**src/hw/ttl_trig_pkg.sv**
```systemverilog
// shared constants for the ttl input action trigger block
package ttl_trig_pkg;

  // channel count and register bus widths
  localparam int unsigned NUM_IN   = 8;
  localparam int unsigned ADR_W    = 4;
  localparam int unsigned DAT_W    = 32;

  // system clock rate in hertz
  localparam longint unsigned CLK_HZ = 250_000_000;

  // pulse width limits in milliseconds
  localparam longint unsigned REJECT_MS = 4;
  localparam longint unsigned ACCEPT_MS = 50;
  // qualification point, strictly between the two limits
  localparam longint unsigned QUAL_MS   = 10;

  // cycles per limit; the reject bound rounds down, accept rounds up
  localparam longint unsigned REJECT_CYC = (CLK_HZ * REJECT_MS) / 1000;
  localparam longint unsigned ACCEPT_CYC = (CLK_HZ * ACCEPT_MS + 999) / 1000;
  localparam longint unsigned QUAL_CYC   = (CLK_HZ * QUAL_MS + 999) / 1000;

  // width of the pulse width counter
  localparam int unsigned CNT_W = 24;

  // register byte offsets
  localparam logic [ADR_W-1:0] OFS_MODE   = 4'h0;
  localparam logic [ADR_W-1:0] OFS_KIND   = 4'h4;
  localparam logic [ADR_W-1:0] OFS_STATUS = 4'h8;
  localparam logic [ADR_W-1:0] OFS_EVENT  = 4'hC;

  // field layout: two mode bits per channel, bit 1 pulse, bit 0 invert
  localparam int unsigned MODE_BITS  = 2;
  localparam int unsigned MODE_INV   = 0;
  localparam int unsigned MODE_PULSE = 1;
  // status: levels low byte, active states next byte
  localparam int unsigned STAT_ACT_LSB = 8;
  // events: turn-on low byte, turn-off next byte
  localparam int unsigned EVT_OFF_LSB  = 8;

  // trigger types
  typedef enum logic [1:0] {
    TRIG_EDGE      = 2'b00,
    TRIG_EDGE_INV  = 2'b01,
    TRIG_PULSE     = 2'b10,
    TRIG_PULSE_INV = 2'b11
  } trig_e;

  // reset values
  localparam logic [15:0] MODE_RST = 16'h0000;
  localparam logic [7:0]  KIND_RST = 8'hFF;
  // idle level of an undriven ttl line
  localparam logic        LINE_RST = 1'b1;

endpackage

```
**src/hw/chan_if.sv**
```systemverilog
// per-channel link between the register block and a conditioner
interface chan_if;
  import ttl_trig_pkg::*;

  trig_e mode;       // selected trigger type
  logic  two_state;  // action has separate on and off states
  logic  level;      // synchronised input level
  logic  on_req;     // one-cycle turn-on request
  logic  off_req;    // one-cycle turn-off request
  logic  active;     // two-state action currently held on

  // register side drives configuration, reads results
  modport ctl (output mode, output two_state,
               input level, input on_req, input off_req, input active);
  // conditioner side
  modport chan (input mode, input two_state,
                output level, output on_req, output off_req, output active);
endinterface

```
**src/hw/ttl_chan.sv**
```systemverilog
// one ttl input: synchroniser, edge detect and pulse qualifier
module ttl_chan
  import ttl_trig_pkg::*;
#(
  parameter logic [CNT_W-1:0] QUAL_CYCLES = CNT_W'(QUAL_CYC)
) (
  input  wire logic clk_i,
  input  wire logic rst_i,
  input  wire logic ttl_i,
  chan_if.chan      ch
);

  logic             s1_q;    // first synchroniser stage
  logic             s2_q;    // second synchroniser stage
  logic             prev_q;  // level one cycle ago
  logic [CNT_W-1:0] cnt_q;   // active-level width counter
  logic             done_q;  // this pulse already fired
  logic             on_q;
  logic             off_q;
  logic             act_q;

  // active level: low normally, high when inverted
  wire logic inv     = ch.mode[MODE_INV];
  wire logic pulse   = ch.mode[MODE_PULSE];
  wire logic act_now = s2_q ^ ~inv;
  wire logic act_old = prev_q ^ ~inv;
  wire logic lead    = act_now & ~act_old;
  wire logic trail   = ~act_now & act_old;
  wire logic reached = (cnt_q == QUAL_CYCLES);

  // two flops before any logic looks at the pin
  always_ff @(posedge clk_i) begin
    if (rst_i) begin
      s1_q   <= LINE_RST;
      s2_q   <= LINE_RST;
      prev_q <= LINE_RST;
    end else begin
      s1_q   <= ttl_i;
      s2_q   <= s1_q;
      prev_q <= s2_q;
    end
  end

  // width counter runs only while the line is active in pulse type
  always_ff @(posedge clk_i) begin
    if (rst_i || !pulse || !act_now) begin
      cnt_q  <= '0;
      done_q <= 1'b0;
    end else if (!done_q) begin
      cnt_q  <= cnt_q + CNT_W'(1);
      done_q <= reached;
    end
  end

  // request generation per trigger type
  always_ff @(posedge clk_i) begin
    if (rst_i) begin
      on_q  <= 1'b0;
      off_q <= 1'b0;
      act_q <= 1'b0;
    end else if (pulse) begin
      on_q  <= reached & ~done_q & act_now;
      off_q <= 1'b0;
      act_q <= 1'b0;
    end else begin
      on_q  <= lead;
      off_q <= trail & ch.two_state;
      act_q <= ch.two_state & act_now;
    end
  end

  assign ch.level   = s2_q;
  assign ch.on_req  = on_q;
  assign ch.off_req = off_q;
  assign ch.active  = act_q;

endmodule

```
**src/hw/ttl_input_action_trigger.sv**
```systemverilog
// ttl input action trigger: eight conditioned inputs behind wishbone
//
// What this block does
// - four trigger types per input, selectable
// - reset selects normal edge on every input
// - normal edge: falling edge requests turn-on
// - two-state action: rising edge requests turn-off
// - single-state action: trailing edge issues nothing
// - two-state action held while input active
// - inverted edge swaps rising and falling roles
// - normal pulse: falling active, rising ignored
// - pulses of fifty ms always fire
// - pulses of four ms or less rejected
// - inverted pulse swaps rising and falling roles
//
// Chosen here: the register offsets and the Wishbone interface to the registers.
module ttl_input_action_trigger
  import ttl_trig_pkg::*;
#(
  // qualification width in cycles, shortenable for simulation
  parameter logic [CNT_W-1:0] QUAL_CYCLES = CNT_W'(ttl_trig_pkg::QUAL_CYC)
) (
  input  wire logic                           clk_i,
  input  wire logic                           rst_i,
  // external ttl lines, asynchronous
  input  wire logic [ttl_trig_pkg::NUM_IN-1:0] ttl_i,
  // wishbone classic slave
  input  wire logic                           cyc_i,
  input  wire logic                           stb_i,
  input  wire logic                           we_i,
  input  wire logic [ttl_trig_pkg::ADR_W-1:0]  adr_i,
  input  wire logic [3:0]                     sel_i,
  input  wire logic [ttl_trig_pkg::DAT_W-1:0]  dat_i,
  output logic      [ttl_trig_pkg::DAT_W-1:0]  dat_o,
  output logic                                ack_o,
  // action dispatch side
  output logic      [ttl_trig_pkg::NUM_IN-1:0] on_req_o,
  output logic      [ttl_trig_pkg::NUM_IN-1:0] off_req_o,
  output logic      [ttl_trig_pkg::NUM_IN-1:0] active_o
);

  import ttl_trig_pkg::*;

  // ------------------------------------------------------------
  // configuration and event state
  // ------------------------------------------------------------

  // trigger type per input, two bits each
  logic [15:0]       mode_q;
  // per input: assigned action has on and off states
  logic [7:0]        kind_q;
  // sticky turn-on and turn-off events
  logic [15:0]       evt_q;
  logic [15:0]       evt_d;

  // wishbone answer path
  logic              ack_q;
  logic [DAT_W-1:0]  dat_q;

  // registered dispatch outputs
  logic [NUM_IN-1:0] on_q;
  logic [NUM_IN-1:0] off_q;
  logic [NUM_IN-1:0] act_q;

  // gathered channel results
  logic [NUM_IN-1:0] level_w;
  logic [NUM_IN-1:0] on_w;
  logic [NUM_IN-1:0] off_w;
  logic [NUM_IN-1:0] act_w;

  // ------------------------------------------------------------
  // bus decode
  // ------------------------------------------------------------

  // a live request from the master
  wire logic req      = cyc_i & stb_i;
  // first cycle of a request: latch read data
  wire logic req_new  = req & ~ack_q;
  // write commits on the edge where ack is seen high
  wire logic wr_fire  = req & ack_q & we_i;

  // address matches, word aligned
  wire logic hit_mode = (adr_i == OFS_MODE);
  wire logic hit_kind = (adr_i == OFS_KIND);
  wire logic hit_stat = (adr_i == OFS_STATUS);
  wire logic hit_evt  = (adr_i == OFS_EVENT);

  // per-register write strobes
  wire logic wr_mode  = wr_fire & hit_mode;
  wire logic wr_kind  = wr_fire & hit_kind;
  wire logic wr_evt   = wr_fire & hit_evt;

  // byte-lane masks for the sixteen-bit registers
  wire logic [15:0] lane16 = {{8{sel_i[1]}}, {8{sel_i[0]}}};

  // status word: levels and held actions
  wire logic [DAT_W-1:0] stat_w = {16'h0000, act_q, level_w};

  // read mux, unmapped words read as zero
  wire logic [DAT_W-1:0] rdata =
      hit_mode ? {16'h0000, mode_q} :
      hit_kind ? {24'h00_0000, kind_q} :
      hit_stat ? stat_w :
      hit_evt  ? {16'h0000, evt_q} :
                 32'h0000_0000;

  // ------------------------------------------------------------
  // wishbone handshake
  // ------------------------------------------------------------

  // ack one cycle after the request, dropped the cycle after
  always_ff @(posedge clk_i) begin
    if (rst_i) begin
      ack_q <= 1'b0;
    end else begin
      ack_q <= req_new;
    end
  end

  // read data captured with the request, held through ack
  always_ff @(posedge clk_i) begin
    if (rst_i) begin
      dat_q <= '0;
    end else if (req_new) begin
      dat_q <= rdata;
    end
  end

  // ------------------------------------------------------------
  // configuration registers
  // ------------------------------------------------------------

  // trigger type per input, normal edge after reset
  always_ff @(posedge clk_i) begin
    if (rst_i) begin
      mode_q <= MODE_RST;
    end else if (wr_mode) begin
      // masked update of enabled byte lanes
      mode_q <= (mode_q & ~lane16) | (dat_i[15:0] & lane16);
    end
  end

  // action kind per input
  always_ff @(posedge clk_i) begin
    if (rst_i) begin
      kind_q <= KIND_RST;
    end else if (wr_kind && sel_i[0]) begin
      kind_q <= dat_i[7:0];
    end
  end

  // ------------------------------------------------------------
  // sticky events, write one to clear
  // ------------------------------------------------------------

  // clear first, then new events so a set wins
  always_comb begin
    evt_d = evt_q;
    if (wr_evt) begin
      evt_d = evt_d & ~(dat_i[15:0] & lane16);
    end
    evt_d = evt_d | {off_w, on_w};
  end

  // event register
  always_ff @(posedge clk_i) begin
    if (rst_i) begin
      evt_q <= '0;
    end else begin
      evt_q <= evt_d;
    end
  end

  // ------------------------------------------------------------
  // input channels
  // ------------------------------------------------------------

  // one conditioner per ttl line
  for (genvar i = 0; i < NUM_IN; i++) begin : g_chan

    // link to this channel
    chan_if ch ();

    // configuration handed down
    assign ch.mode      = trig_e'(mode_q[i*MODE_BITS +: MODE_BITS]);
    assign ch.two_state = kind_q[i];

    // results gathered back
    assign level_w[i]   = ch.level;
    assign on_w[i]      = ch.on_req;
    assign off_w[i]     = ch.off_req;
    assign act_w[i]     = ch.active;

    // conditioner with shared width threshold
    ttl_chan #(
      .QUAL_CYCLES (QUAL_CYCLES)
    ) u_chan (
      .clk_i (clk_i),
      .rst_i (rst_i),
      .ttl_i (ttl_i[i]),
      .ch    (ch.chan)
    );
  end

  // ------------------------------------------------------------
  // dispatch outputs
  // ------------------------------------------------------------

  // requests and held states leave from flops
  always_ff @(posedge clk_i) begin
    if (rst_i) begin
      on_q  <= '0;
      off_q <= '0;
      act_q <= '0;
    end else begin
      on_q  <= on_w;
      off_q <= off_w;
      act_q <= act_w;
    end
  end

  // ------------------------------------------------------------
  // port drive
  // ------------------------------------------------------------

  // bus answer
  assign ack_o     = ack_q;
  assign dat_o     = dat_q;

  // dispatch
  assign on_req_o  = on_q;
  assign off_req_o = off_q;
  assign active_o  = act_q;

endmodule

```
**config.mk**
```make
export PLATFORM = sky130hd
export DESIGN_NAME = ttl_input_action_trigger
export DESIGN_NICKNAME = d
export VERILOG_FILES = /design/src/hw/ttl_trig_pkg.sv /design/src/hw/chan_if.sv /design/src/hw/ttl_chan.sv /design/src/hw/ttl_input_action_trigger.sv
export SDC_FILE = /design/constraint.sdc
export NUM_CORES = 1
export LEC_CHECK = 0
export BUFFER_PORTS_ARGS = -buffer_cell sky130_fd_sc_hd__buf_4
export CELL_PAD_IN_SITES_DETAIL_PLACEMENT = 1
export CELL_PAD_IN_SITES_GLOBAL_PLACEMENT = 1
export CORE_MARGIN = 3
export CORE_UTILIZATION = 25
export DETAILED_ROUTE_END_ITERATION = 7
export PLACE_DENSITY = 0.49
export SYNTH_ARGS = -nofsm -noshare
export SYNTH_HDL_FRONTEND = slang
export SYNTH_HIERARCHICAL = 1
export SYNTH_SLANG_ARGS = --single-unit
```
**constraint.sdc**
```tcl
create_clock -name clk_i -period 4.74 [get_ports clk_i]
set_input_delay 0.948 -clock clk_i [delete_from_list [all_inputs] [get_ports clk_i]]
set_output_delay 0.948 -clock clk_i [all_outputs]
set_load 0.02 [all_outputs]
```
== Yosys cells after proc, flatten, opt, wreduce, memory -nomap -nowiden ==
Index checks and enable logic that the tools add are counted.
Widths: inputs -> output; s select.

* Bits of input ports: 53
* Register bits after elaboration: 345
* Output and inout port bits: 57
* Logic and storage cells: 265

* Eq/ne operators: 11
* Reduce and logical (&&, ||, !) cells: 42
* $add $sub $neg: 8
* Mux-type cells: 21
* Bitwise operators: 111

{| class="wikitable"
|+ Operators by type and width
! kind !! count
|-
| $add 24x1->24 const B || 8
|-
| $eq 24x22->1 const B || 8
|-
| $mux 16 || 5
|-
| $and 1x1->1 || 55
|-
| $and 16x16->16 || 3
|-
| $not 1->1 || 33
|-
| $not 16->16 || 2
|-
| $or 16x16->16 || 2
|-
| $logic_not 1->1 || 16
|-
| $logic_or 1x1->1 || 16
|-
| $mux 1 || 16
|-
| $reduce_or 2->1 || 8
|-
| $xor 1x1->1 || 16
|-
| $eq 4x4->1 const B || 2
|-
| $eq 4x3->1 const B || 1
|-
| $logic_not 4->1 || 1
|-
| $logic_and 1x1->1 || 1
|}

== Logic depth before layout (Yosys ltp) ==
* Depth after elaboration: 6
* Gate-level depth with buffers: 6
* Gate-level depth less buffers: 6

== Cells and area by module ==
Netlist, hierarchy kept.

{| class="wikitable"
|+ Modules (own cells, without submodules)
! module !! seq. area each (sq um) !! instances !! cells each !! area each (sq um)
|-
| ttl_chan || 620.6 || 8 || 164 || 1,452.6
|-
| ttl_input_action_trigger || 1,621.6 || 1 || 345 || 3,392.0
|}

== Least setup slack after synthesis ==
OpenSTA, ideal clock, no wires.

* Path type: input to register
* Start point: input adr_i[1] in the netlist's numbering
* End point: register kind_q[0]
* Setup time: 0.072 ns
* Arrival time: 2.076 ns
* Required time: 4.668 ns
* Slack: 2.592 ns
* Buffers on the path: 0
* Cell stages on the path: 3
* Path through: or4b_1 nor3_4 mux2i_1

* Longest elaborated chain between the ends: 3

{| class="wikitable"
|+ RTL lines
! what !! RTL line !! text
|-
| from (decl) || ttl_input_action_trigger.sv:31 || <nowiki>input wire logic [ttl_trig_pkg::ADR_W-1:0] adr_i,</nowiki>
|-
| $eq 4x3->1 || ttl_input_action_trigger.sv:84 || <nowiki>wire logic hit_kind = (adr_i == OFS_KIND);</nowiki>
|-
| $and 1x1->1 || ttl_input_action_trigger.sv:90 || <nowiki>wire logic wr_kind = wr_fire & hit_kind;</nowiki>
|-
| $logic_and 1x1->1 || ttl_input_action_trigger.sv:147 || <nowiki>end else if (wr_kind && sel_i[0]) begin</nowiki>
|-
| to (signal assigned) || ttl_input_action_trigger.sv:148 || <nowiki>kind_q <= dat_i[7:0];</nowiki>
|-
| to (decl) || ttl_input_action_trigger.sv:51 || <nowiki>logic [7:0] kind_q;</nowiki>
|}

No other way between the ends.
A chain may end at the register's enable or synchronous reset.

==> results.sh <==
export IMPL_outcome="complete, no violations"
export IMPL_grt_first_pass_wirelength_mm=69.5
export IMPL_largest_register_ffs=192
export IMPL_cts_root_buf="sky130_fd_sc_hd__clkbuf_16"
export IMPL_postRouteAntennaNets=0
export IMPL_dominantRegCellSynth="sky130_fd_sc_hd__dfxtp_1"
export IMPL_setup_violations=0
export IMPL_die_h_um=251
export IMPL_grt_setup_unrepaired="no"
export IMPL_post_synth_num_cell_types=52
export IMPL_synthCells=1657
export IMPL_gp_routability_congestion=0.740
export IMPL_final_period_utilization_pct=48.1
export IMPL_clock_tree_from_tritoncts="done"
export IMPL_floorplan_initialDensity_pct=25.3
export IMPL_drt_first_iter_violations=535
export IMPL_cts_buffers=43
export IMPL_clkTransAtPathRegs_ns=0.05
export IMPL_detailedPlacementHpwl_mm=30.2
export IMPL_clockBufferDepth=3
export IMPL_finalHoldViolations=0
export IMPL_port_buffers=75
export IMPL_nNetsFinal=1779
export IMPL_ys_seq_area_share_pct=43.9
export IMPL_worst_setup_path_type="input pin to register"
export IMPL_top_register="g_chan.u_chan/cnt_q"
export IMPL_synth_enable_flop_cells=0
export IMPL_gr_usage_all_layers_pct=13.6
export IMPL_tns_ns=0
export IMPL_power_per_cell_area_nw_per_um2=350
export IMPL_drt_total_wl_mm=43.3
export IMPL_final_layout_size_suffix_gt1_share_pct=12.4
export IMPL_synth_area_per_cell_sq_um=9.06
export IMPL_placed_cell_area_sq_um=16200
export IMPL_vias=12200
export IMPL_synth_most_common_cell="sky130_fd_sc_hd__dfxtp_1"
export IMPL_synth_top_area_cells="sky130_fd_sc_hd__dfxtp_1, sky130_fd_sc_hd__a21oi_1, sky130_fd_sc_hd__nor2_1"
export IMPL_timing_fmax_mhz=439
export IMPL_clk_skew_ns=0.0230
export IMPL_max_vdd_ir_drop_v=0.000204
export IMPL_cts_setup_buffers=0
export IMPL_timing_critical_path_from_type="input pin"
export IMPL_synth_area_sq_um=15000
export IMPL_static_leakage_nw=5.82
export IMPL_die_area_sq_um=63000
export IMPL_placement_setup_worst_slack_ns=1.83
export IMPL_count_of_standard_cell_rows=89
export IMPL_timing_final_ws_setup_ns=2.46
export IMPL_postLayoutCellArea_sq_um=17600
export IMPL_required_ns=5.24
export IMPL_multiInputGateArea_sq_um=7820
export IMPL_tightest_slew_ns=1.11
export IMPL_worst_endpoint_arrival_ns=2.78
export IMPL_cts_hold_fix_buffers=0
export IMPL_avgViaCountPerCell=4.86
export IMPL_die_width_um=251
export IMPL_synthTopCellsByCount="sky130_fd_sc_hd__dfxtp_1, sky130_fd_sc_hd__nor2_1, sky130_fd_sc_hd__a21oi_1"
export IMPL_synth_yosys_warnings=6
export IMPL_num_fill_cells=6872
export IMPL_via_count_of_the_first_global_routing_pass=12300
export IMPL_clkSinkCount=329
export IMPL_cts_resized=0
export IMPL_endpoint_kind="register"
export IMPL_finalMaxSlewViolations=0
export IMPL_grt_start_max_net_pins=122
export IMPL_layout_area_seq_sq_um=6590
export IMPL_detail_route_drc_violations=0
export IMPL_placeableCoreArea_sq_um=59200
export IMPL_io_pins=110
export IMPL_min_delay_path_class="register to register"
export IMPL_postLayoutCoreUtil_pct=29.6
export IMPL_drv_cap=0
export IMPL_synth_seq_cells=329
export IMPL_timing_slew_headroom_pct=25.8
export IMPL_time_the_final_worst_path_needs_with_i_o_delays_and_setup_ns=2.28
export IMPL_clk_latency_ns=0.57
export IMPL_cts_htree_levels=2
export IMPL_grt_antenna_before_repair=3
export IMPL_number_of_search_and_repair_iterations_in_the_first_detailed_routing_pass=4
export IMPL_synth_top_area_cell="sky130_fd_sc_hd__dfxtp_1"
export IMPL_synth_async_reset_ratio_pct=0
export IMPL_share_of_yosys_cell_area_claimed_by_the_top_area_cell_type_pct=43.9
export IMPL_gr_total_overflow=0
export IMPL_synthToLayoutAreaGrowth_pct=17.0
export IMPL_drt_wirelength_per_cell_um=17.2
export IMPL_critPathMaxFanout=13
[area by class of cell]
cell class,count,area share (%)
well taps,773,5.51
clock buffers,64,7.27
clock inverters,6,0.399
diodes,1,0.0143
repair buffers,78,3.36
multi-input cells,1192,44.5
inverters,66,1.41
flip-flops and latches,329,37.5
[kinds of logic after synthesis]
logic type	share of synthesized area (%)
AND/OR/NAND/NOR	30.4
flip-flops	43.9
AO/OA/AOI/OAI	11.5
buffers and inverters	4.53
XOR/XNOR	5.13
multiplexers	3.18
adder cells (fa/ha/maj)	1.33
other	0.0250
[layer usage]
layer / vias up / GRT usage [%] / part of all wire (%)
li1: 6045 / - / -
met1: 5977 / 18.2 / 48
met2: 121 / 22.6 / 46
met3: 56 / 2.81 / 3.7
met4: 4 / 3.22 / 1.6
met5: - / 0 / 0.062
[metrics by stage]
stage	std cells	total power, W	hold slack, ns
4_1_cts	2508	0.00629	0.409
3_5_place_dp	2438	0.00306	0.395
3_3_place_gp	2438	0.00306	0.395
6_report	2509	0.00614	0.398
5_1_grt	2508	0.00642	0.428
2_1_floorplan	1672	0.00298	0.389
[report_power, final]
group	internal (W)	switching [W]
Combinational	0.0000768	0.000105
Clock	0.00190	0.00125
Sequential	0.00279	0.0000202
Total	0.00477	0.00137
[cells in the final DEF (no fill, tap or decap), types with 9 or more instances in the layout]
| cell type | Yosys | layout |
|---|---|---|
| sky130_fd_sc_hd__a211oi_1 | 9 | 9 |
| sky130_fd_sc_hd__a21oi_1 | 120 | 120 |
| sky130_fd_sc_hd__a311oi_1 | 16 | 16 |
| sky130_fd_sc_hd__and3b_1 | 9 | 9 |
| sky130_fd_sc_hd__and4_1 | 16 | 16 |
| sky130_fd_sc_hd__buf_4 | 24 | 77 |
| sky130_fd_sc_hd__clkbuf_1 | 46 | 10 |
| sky130_fd_sc_hd__clkbuf_16 | 0 | 44 |
| sky130_fd_sc_hd__clkbuf_8 | 0 | 10 |
| sky130_fd_sc_hd__conb_1 | 1 | 16 |
| sky130_fd_sc_hd__dfxtp_1 | 329 | 329 |
| sky130_fd_sc_hd__ha_1 | 16 | 16 |
| sky130_fd_sc_hd__inv_1 | 66 | 66 |
| sky130_fd_sc_hd__mux2i_1 | 32 | 32 |
| sky130_fd_sc_hd__nand2_1 | 55 | 55 |
| sky130_fd_sc_hd__nand2b_1 | 56 | 56 |
| sky130_fd_sc_hd__nand3_1 | 39 | 39 |
| sky130_fd_sc_hd__nand3b_1 | 18 | 18 |
| sky130_fd_sc_hd__nand4_1 | 65 | 65 |
| sky130_fd_sc_hd__nor2_1 | 149 | 149 |
| sky130_fd_sc_hd__nor2b_1 | 64 | 64 |
| sky130_fd_sc_hd__nor3_1 | 16 | 16 |
| sky130_fd_sc_hd__nor3b_1 | 18 | 16 |
| sky130_fd_sc_hd__nor4_1 | 17 | 16 |
| sky130_fd_sc_hd__nor4b_1 | 16 | 16 |
| sky130_fd_sc_hd__o21ai_0 | 88 | 88 |
| sky130_fd_sc_hd__o31ai_1 | 16 | 16 |
| sky130_fd_sc_hd__or2_2 | 32 | 32 |
| sky130_fd_sc_hd__or3_1 | 80 | 80 |
| sky130_fd_sc_hd__or4_1 | 32 | 32 |
| sky130_fd_sc_hd__xnor2_1 | 40 | 40 |
| sky130_fd_sc_hd__xor2_1 | 48 | 48 |
[worst max-delay path: stages]
cell and delay [ns]:
sky130_fd_sc_hd__buf_4 0.19, sky130_fd_sc_hd__nor4_2 0.24, sky130_fd_sc_hd__buf_4 0.25, sky130_fd_sc_hd__nor3b_2 0.86, sky130_fd_sc_hd__mux2i_1 0.27
[path summary, 6_finish.rpt]
check / startpoint / end / slack [ns] / depth (start not counted)
max: adr_i[3] / register / 2.46 / 5
min: g_chan[1].u_chan/s1_q / g_chan[1].u_chan/ch.level / 0.40 / 1
max reg2reg: g_chan[2].u_chan/cnt_q[2] / g_chan[2].u_chan/cnt_q[23] / 2.51 / 4
min reg2reg: g_chan[1].u_chan/s1_q / g_chan[1].u_chan/ch.level / 0.40 / 1
Note: power is estimated with default switching activity, not from simulation.
